<file path="config.mk">
export PLATFORM = sky130hd
export DESIGN_NAME = modem_ctl
export DESIGN_NICKNAME = d
export VERILOG_FILES = /design/src/hw/modem_ctl_pkg.sv /design/src/hw/modem_ctl.sv
export VERILOG_INCLUDE_DIRS = /design/src /design/src/hw
export SDC_FILE = /design/constraint.sdc
export NUM_CORES = 1
export LEC_CHECK = 0
export BUFFER_PORTS_ARGS = -buffer_cell sky130_fd_sc_hd__clkbuf_2
export CAP_MARGIN = 0
export CORE_ASPECT_RATIO = 0.8
export CORE_UTILIZATION = 49
export CTS_CLUSTER_SIZE = 16
export DETAILED_ROUTE_END_ITERATION = 10
export PLACE_DENSITY = 0.73
export REMOVE_ABC_BUFFERS = 1
export SLEW_MARGIN = 20
export SYNTH_ARGS = -nofsm -noshare
export SYNTH_HDL_FRONTEND = slang
export SYNTH_SLANG_ARGS = --single-unit
</file>
<file path="constraint.sdc">
create_clock -name mclk_in -period 1.7 [get_ports mclk_in]
set_input_delay 0.51 -clock mclk_in [delete_from_list [all_inputs] [get_ports mclk_in]]
set_output_delay 0.51 -clock mclk_in [all_outputs]
set_load 0.03 [all_outputs]
</file>
<file path="src/hw/modem_ctl_params.svh">
// Purpose: Constants for the modem control and status pin block
// Assumes: 8-bit register data, 3-bit register address
// Notes:   Register offsets, field positions and reset values
// Operation
// User output pins low while bit set
// User pins high on reset, loop, clear
// Receiver samples on its own 16x clock
// Read when selected and either strobe active
// Host uses one read strobe, ties other
// Status bit 6 shows ring input level
// Ring low-to-high sets trailing edge flag
// Ring trailing edge interrupts when enabled
// Request-to-send follows bit 1, inactive high
// Auto mode lets threshold drop request-to-send
// Host selects with a, b high, c low
// Status read clears trailing edge flag
`ifndef MODEM_CTL_PARAMS_SVH
`define MODEM_CTL_PARAMS_SVH

`define ADDR_W        3
`define DATA_W        8
`define EV_W          2
`define OFF_TICKS     3'h0
`define OFF_IRQ_EN    3'h1
`define OFF_IRQ_STAT  3'h2
`define OFF_IRQ_CLR   3'h3
`define OFF_MCTRL     3'h4
`define OFF_MSTAT     3'h6
`define MC_RTS        1
`define MC_OUT_A      2
`define MC_OUT_B      3
`define MC_LOOP       4
`define MC_AUTO_RTS   5
`define MS_RING_EDGE  2
`define MS_RING       6
`define EV_RING       0
`define EV_RTS_DROP   1
`define MCTRL_RST     8'h00
`define IRQ_EN_RST    2'h0
`define SUB_LAST      4'hF
`define RDATA_IDLE    8'h00
`define PIN_IDLE      1'b1

`endif

</file>
<file path="src/hw/modem_ctl_pkg.sv">
// Purpose: Types for the modem control and status pin block
// Assumes: Constants come from modem_ctl_params.svh
// Notes:   Whole module state is one packed struct
`include "modem_ctl_params.svh"
`default_nettype none

package modem_ctl_pkg;

	typedef struct packed {
		logic               rd;
		logic               wr;
		logic [`ADDR_W-1:0] addr;
		logic [`DATA_W-1:0] wdata;
	} bus_req_t;

	typedef struct packed {
		logic [`DATA_W-1:0] mctrl;
		logic [`EV_W-1:0]   irq_en;
		logic [`EV_W-1:0]   irq_stat;
		logic               ring_trailing_edge_flag;
		logic               ri_s1;
		logic               ri_s2;
		logic               ri_prev;
		logic               rclk_s1;
		logic               rclk_s2;
		logic               rclk_prev;
		logic [`DATA_W-1:0] ticks;
		logic [3:0]         sub;
		logic               rts_drop;
		logic [`DATA_W-1:0] rdata;
		logic               rx_tick;
		logic               rx_bit_tick;
		logic               rts_n;
		logic               out_a_n;
		logic               out_b_n;
		logic               irq;
	} state_t;

endpackage

`default_nettype wire
</file>
<file path="src/hw/modem_ctl.sv">
// Purpose: Modem control outputs, ring status and receiver clock
// Assumes: Bus strobes come from logic on mclk_in
// Notes:   Ring and receiver clock pins are synchronised first
`timescale 1ns/1ps
`include "modem_ctl_params.svh"
`default_nettype none

module modem_ctl (
	// Clock and reset
	input  wire logic                 mclk_in,
	input  wire logic                 rstn_in,
	// Register port with chip selects
	input  wire logic                 chip_select_a_in,
	input  wire logic                 chip_select_b_in,
	input  wire logic                 chip_select_c_low_n_in,
	input  wire logic                 read_strobe_low_active_n_in,
	input  wire logic                 read_strobe_high_active_in,
	input  wire logic                 write_strobe_in,
	input  wire logic [`ADDR_W-1:0]   addr_in,
	input  wire logic [`DATA_W-1:0]   wdata_in,
	output logic      [`DATA_W-1:0]   rdata_out,
	// Modem side pins
	input  wire logic                 ring_indicator_n_in,
	input  wire logic                 rx_clock_in,
	input  wire logic                 rx_threshold_in,
	output logic                      rts_n_out,
	output logic                      user_output_a_n_out,
	output logic                      user_output_b_n_out,
	// Receiver timing and interrupt
	output logic                      rx_sample_tick_out,
	output logic                      rx_bit_tick_out,
	output logic                      irq_out
);

	modem_ctl_pkg::state_t   q;
	modem_ctl_pkg::state_t   d;
	modem_ctl_pkg::bus_req_t req;
	logic                    ri_rise;
	logic                    rclk_rise;
	logic                    mstat_rd;

	function automatic logic selected(input logic a, input logic b,
			input logic c_n);
		selected = a & b & ~c_n;
	endfunction

	function automatic logic hit(input modem_ctl_pkg::bus_req_t r,
			input logic [`ADDR_W-1:0] off);
		hit = r.addr == off;
	endfunction

	// Bus request, qualified by chip select
	always_comb begin
		req.rd    = selected(chip_select_a_in, chip_select_b_in,
			chip_select_c_low_n_in) &
			(~read_strobe_low_active_n_in |
			read_strobe_high_active_in);
		req.wr    = selected(chip_select_a_in, chip_select_b_in,
			chip_select_c_low_n_in) & write_strobe_in;
		req.addr  = addr_in;
		req.wdata = wdata_in;
	end

	assign ri_rise   = q.ri_s2 & ~q.ri_prev;
	assign rclk_rise = q.rclk_s2 & ~q.rclk_prev;
	assign mstat_rd  = req.rd & hit(req, `OFF_MSTAT);

	always_comb begin
		logic rts_on;
		logic drop;
		rts_on = 1'b0;
		drop   = 1'b0;
		d = q;

		// Pin synchronisers
		d.ri_s1     = ring_indicator_n_in;
		d.ri_s2     = q.ri_s1;
		d.ri_prev   = q.ri_s2;
		d.rclk_s1   = rx_clock_in;
		d.rclk_s2   = q.rclk_s1;
		d.rclk_prev = q.rclk_s2;

		// Receiver 16x sample enable and bit enable
		d.rx_tick     = rclk_rise;
		d.rx_bit_tick = rclk_rise && q.sub == `SUB_LAST;
		if (rclk_rise) begin
			d.sub   = q.sub + 4'h1;
			d.ticks = q.ticks + 8'h01;
		end

		// Register writes
		if (req.wr) begin
			case (req.addr)
				`OFF_MCTRL: begin
					d.mctrl = req.wdata;
				end
				`OFF_IRQ_EN: begin
					d.irq_en = req.wdata[`EV_W-1:0];
				end
				default: begin
				end
			endcase
		end

		// Trailing edge flag: a new edge wins over the read clear
		d.ring_trailing_edge_flag = ri_rise |
			(q.ring_trailing_edge_flag & ~mstat_rd);

		// Request-to-send with automatic threshold drop
		drop   = d.mctrl[`MC_AUTO_RTS] & rx_threshold_in;
		rts_on = d.mctrl[`MC_RTS] & ~d.mctrl[`MC_LOOP];
		d.rts_drop = drop & rts_on;
		d.rts_n    = ~(rts_on & ~drop);

		// User outputs, inactive high in loop mode
		d.out_a_n = ~(d.mctrl[`MC_OUT_A] & ~d.mctrl[`MC_LOOP]);
		d.out_b_n = ~(d.mctrl[`MC_OUT_B] & ~d.mctrl[`MC_LOOP]);

		// Sticky events: set wins over clear
		d.irq_stat = q.irq_stat;
		if (req.wr && hit(req, `OFF_IRQ_CLR)) begin
			d.irq_stat = q.irq_stat & ~req.wdata[`EV_W-1:0];
		end
		d.irq_stat[`EV_RING]     = d.irq_stat[`EV_RING] | ri_rise;
		d.irq_stat[`EV_RTS_DROP] = d.irq_stat[`EV_RTS_DROP] |
			(d.rts_drop & ~q.rts_drop);
		d.irq = |(d.irq_stat & d.irq_en);

		// Read data, valid in the cycle after the strobe only
		d.rdata = `RDATA_IDLE;
		if (req.rd) begin
			case (req.addr)
				`OFF_TICKS: begin
					d.rdata = q.ticks;
				end
				`OFF_IRQ_EN: begin
					d.rdata[`EV_W-1:0] = q.irq_en;
				end
				`OFF_IRQ_STAT: begin
					d.rdata[`EV_W-1:0] = q.irq_stat;
				end
				`OFF_MCTRL: begin
					d.rdata = q.mctrl;
				end
				`OFF_MSTAT: begin
					d.rdata[`MS_RING] = ~q.ri_s2;
					d.rdata[`MS_RING_EDGE] =
						q.ring_trailing_edge_flag;
				end
				default: begin
					d.rdata = `RDATA_IDLE;
				end
			endcase
		end
	end

	always_ff @(posedge mclk_in) begin
		if (!rstn_in) begin
			q           <= '0;
			q.mctrl     <= `MCTRL_RST;
			q.irq_en    <= `IRQ_EN_RST;
			q.ri_s1     <= `PIN_IDLE;
			q.ri_s2     <= `PIN_IDLE;
			q.ri_prev   <= `PIN_IDLE;
			q.rts_n     <= `PIN_IDLE;
			q.out_a_n   <= `PIN_IDLE;
			q.out_b_n   <= `PIN_IDLE;
		end else begin
			q <= d;
		end
	end

	assign rdata_out           = q.rdata;
	assign rts_n_out           = q.rts_n;
	assign user_output_a_n_out = q.out_a_n;
	assign user_output_b_n_out = q.out_b_n;
	assign rx_sample_tick_out  = q.rx_tick;
	assign rx_bit_tick_out     = q.rx_bit_tick;
	assign irq_out             = q.irq;
endmodule // modem_ctl

`default_nettype wire

</file>
==> out/results.env <==
END_KIND='flop'
CELLINTERNALPOWER_mW=1.49
LARGEST-REGISTER='q'
P_TOTAL_mW=1.93
DETAIL_ROUTE.WIRELENGTH_UM=3640
NUMBER_OF_ANTENNA_VIOLATIONS_AT_THE_FIRST_CHECK_IN_GLOBAL_ROUTING=0
POSTROUTEANTENNANETS=0
WORST_IR_DROP_VDD_uV=595
CTS_ROOT_BUF='sky130_fd_sc_hd__clkbuf_8'
CRIT_PATH_CELL_TRACE='clkbuf_2 > and4b_4 > and2_4 > mux2i_2 > and4b_1'
FINAL_MAX_SLEW_VIOL_COUNT=0
TIMING.CLOCK.SKEW_NS=0.0107
VIAS_PER_CELL=5.05
TIMING_HOLD_VIOLATIONS_FINAL=0
DESIGN.PORTCOUNT=36
ROWS=19
WORST_EP_REQUIRED_TIME_NS=1.95
CRIT-REG2REG-LAUNCH='q[14]$_SDFF_PN0_'
CLOCK_SINK_COUNT=46
DIE_W_UM=71.7
FINAL_LAYOUT_SIZE_SUFFIX_GT1_SHARE_PCT=29.2
GRT_PASS1_VIAS=1239
PLACE_INST=270
STATUS='completed'
TIMING.CRITICAL_PATH.SLOWEST_STAGE_CELL='sky130_fd_sc_hd__and4b_4'
STDCELL_COUNT=278
SLEW_WORST_PIN_NS=0.351
MAX-CLOCK-PATH-BUFFERS=2
ACHIEVABLE-FREQUENCY_MHz=683
FLOORPLAN.INITIALDENSITY_PCT=53.5
REG2REG_TO='irq_out$_SDFF_PN0_'
CTS.HOLD.BUFFERS_ADDED=0
SYNTH_AREA_MM2=0.00191
GRT_PASS1_WL_UM=5730
POST_SYNTH.CELL_AREA_AVG_UM2=9.73
AVGROUTEDWIREPERCELL_UM=13.1
POSTSYNTHCELLCOUNT=196
WORST_MIN_PATH_CLASS='in -> reg'
STATIC-LEAKAGE-POWER_nW=0.949
FLOORPLAN.DIE.HEIGHT_UM=57.8
MULTIINPUTGATEAREA_UM2=851
GRT_START_MAX_NET_PINS=22
DRT_PASS_1_ITERS=4
MAXCAPVIOLCOUNT=0
LAYOUT_COMMON_CELLS='46 x sky130_fd_sc_hd__dfxtp_1, 35 x sky130_fd_sc_hd__clkbuf_2, 28 x sky130_fd_sc_hd__nor2_1, 16 x sky130_fd_sc_hd__mux2i_1, 15 x sky130_fd_sc_hd__nand2_1'
CTS.REPAIR_TIMING.SETUP_BUFFER_COUNT=0
FINAL_AREA_MM2=0.00222
TIMING.FINAL.CRIT_SHARE_PCT=86.1
WORST_PATH_SETUP_SLACK_AFTER_ROUTING_NS=0.236
HOLD-WORST-SLACK_NS=0.383
DIODES=0
NETSWITCHINGFRACTION_PCT=22.8
FINAL.MIN_CLOCK_PERIOD_NS=1.46
PATH_CLASS='in -> reg'
POSTPLACECELLAREA_MM2=0.00213
POWER.SHARE.SEQUENTIAL_PCT=57.0
CLKSLEWWORSTSETUPHOLDPATHS_NS=0.08
REPORT.FINAL.SETUP_VIOL=0
DIE_AREA_MM2=0.00415
SYNTH_TOP_CELL_BY_AREA='sky130_fd_sc_hd__dfxtp_1'
FILLERINSTANCES=301
POSTCTSRESIZEDCELLS=0
SYNTH-WARNING-COUNT=0
WORST_EP_ARRIVAL_TIME_NS=1.71
PLACE_CONGESTION=0.855
POWER_FRAC_COMB_PCT=6.7
CRITPATHBUFINV=1
CP-START-KIND='input pin'
SYNTHTOLAYOUTAREAGROWTH_PCT=16.5
YOSYSUNIQUECELLTYPES=43
CLOCK_INSERTION_DELAY_WORST_SKEW_NS=0.30
CTS_TREE='built'
TRITONCTS_BUFFERS=5
REG2REG_DEPTH=4
SEQUENTIAL_FRACTION_OF_THE_SYNTHESIS_AREA_PCT=48.3
DR_TOTAL_VIAS=1405
CRITICAL_PATH.TOP_DELAY_FAMILY='simple AND/OR/NAND/NOR gates'
GR-USAGE-ALL-LAYERS_PCT=18.5
P_CLK_SHARE_PCT=36.4
DRT-INITIAL-DRC-COUNT=107
YOSYS.AREA.TOP_TYPE_SHARE_PCT=48.3
CRITICAL_PATH_DEPTH_IN_CELLS=5
CTS_MAX_LEVEL=2
DP_SLACK_NS=-0.0626
HOLDPATHSTAGES=2
POWER-PER-CELL-AREA_mW_PER_MM2=867
LAYOUT.CELLS.MOST_COMMON='sky130_fd_sc_hd__dfxtp_1'
SLEW_HEADROOM_PCT=76.0
LARGEST_REGISTER_FFS=28
DPL.HPWL_UM=2650
REGTOREGSETUPSLACK_NS=0.47
SETUP_REPAIR_AFTER_GLOBAL_ROUTING_MISSED_ITS_MARGIN='false'
MIN-DELAY-START='ring_indicator_n_in'
POST-ROUTE-DRC-COUNT=0
HOLD_END='d[31]$_SDFF_PN1_'
FINAL_NETS=259
COREAREA_MM2=0.00357
WORST_PATH_LARGEST_CELL_DELAY_NS=0.35
LAYOUT.AREA.SEQ_UM2=921
SYNTH.FF_LATCH_COUNT=46
CRITICAL_PATH_PEAK_FANOUT=6
GR-TOTAL-OVERFLOW=0
SYNTH_TOP_CELLS_BY_AREA='sky130_fd_sc_hd__dfxtp_1 48%, sky130_fd_sc_hd__mux2i_1 8.4%, sky130_fd_sc_hd__nor2_1 5.5%'
BUFFER_PORTS.INSERTED=35
POWER.SWITCHING_uW=439
==> logic make-up after synthesis <==
family,after synthesis,share of synthesized area (%)
and+or+nand+nor,81,22.8
DFF,46,48.3
buffers and inverters,23,7.09
muxes,18,9.71
AOI/OAI and AO/OA,16,6.23
xor gates and xnor gates,10,4.59
adders and majority gates,2,1.31
==> through the flow <==
step | utilization [%] | TNS (ns)
5_1_grt | 62.3 | 0
4_1_cts | 62.3 | 0
6_report | 62.3 | 0
3_3_place_gp | 59.6 | -0.127
2_1_floorplan | - | 0
3_5_place_dp | 59.6 | -0.283
==> layout make-up <==
cell class | instances | area share, %
tap | 42 | 2.36
inverter | 6 | 1.01
timing repair buffer | 49 | 12.6
clock buffer | 7 | 3.89
multi-input combinational | 127 | 38.3
clock inverter | 1 | 0.394
sequential | 46 | 41.4
==> how the worst max path moves through the flow <==
stage                                 from                 endpoint  slack (ns)
floorplan                          rstn_in  rdata_out[3]$_SDFF_PN0_        0.02
global placement    chip_select_c_low_n_in         q[14]$_SDFF_PN0_       -0.05
detailed placement  chip_select_c_low_n_in         q[14]$_SDFF_PN0_       -0.06
CTS                 chip_select_c_low_n_in         q[14]$_SDFF_PN0_        0.24
global route        chip_select_c_low_n_in     rts_n_out$_SDFF_PN1_        0.18
finish              chip_select_c_low_n_in         q[14]$_SDFF_PN0_        0.24
==> metal layers <==
metal / track usage (%) / vias up / part of all wire, %
met5: 0 / - / 0
met4: 8.40 / 0 / 1.7
met2: 27.6 / 36 / 42
met1: 25.5 / 638 / 53
li1: - / 724 / -
met3: 4.17 / 7 / 3.8
==> worst register-to-register path: cells and delay by family (launching register included) <==
kind / cells / cell delay, ns
AND/OR/NAND/NOR: 1 / 0.16
AO/OA/AOI/OAI: 3 / 0.71
flip-flops: 1 / 0.30
==> power by group through the flow <==
stage / clock (mW) / combinational [mW] / sequential (mW)
6_report: 0.700 / 0.129 / 1.10
5_1_grt: 0.750 / 0.142 / 1.10
4_1_cts: 0.716 / 0.130 / 1.10
3_5_place_dp: 0 / 0.128 / 1.12
3_3_place_gp: 0 / 0.127 / 1.12
2_1_floorplan: 0 / 0.0517 / 1.12
==> synthesized netlist by cell type, drive strengths merged <==
master   number
a21bo         2
or3b          1
nor2         28
a22oi         2
nand4         7
inv           6
a22o          1
and2          5
nand3b        2
nand2        15
ha            2
mux2i        17
xnor2         2
a31o          1
clkbuf        3
nor4          2
mux2          1
a21oi         5
nand2b        5
o211ai        1
a221o         1
or2           2
or2b          1
nor3          1
dfxtp        46
nand3         1
and4b         2
nor2b         4
a21o          2
and3          3
buf          14
a2111oi       1
and4          1
xor2          8
nor3b         1
(Power assumes the default switching activity.)
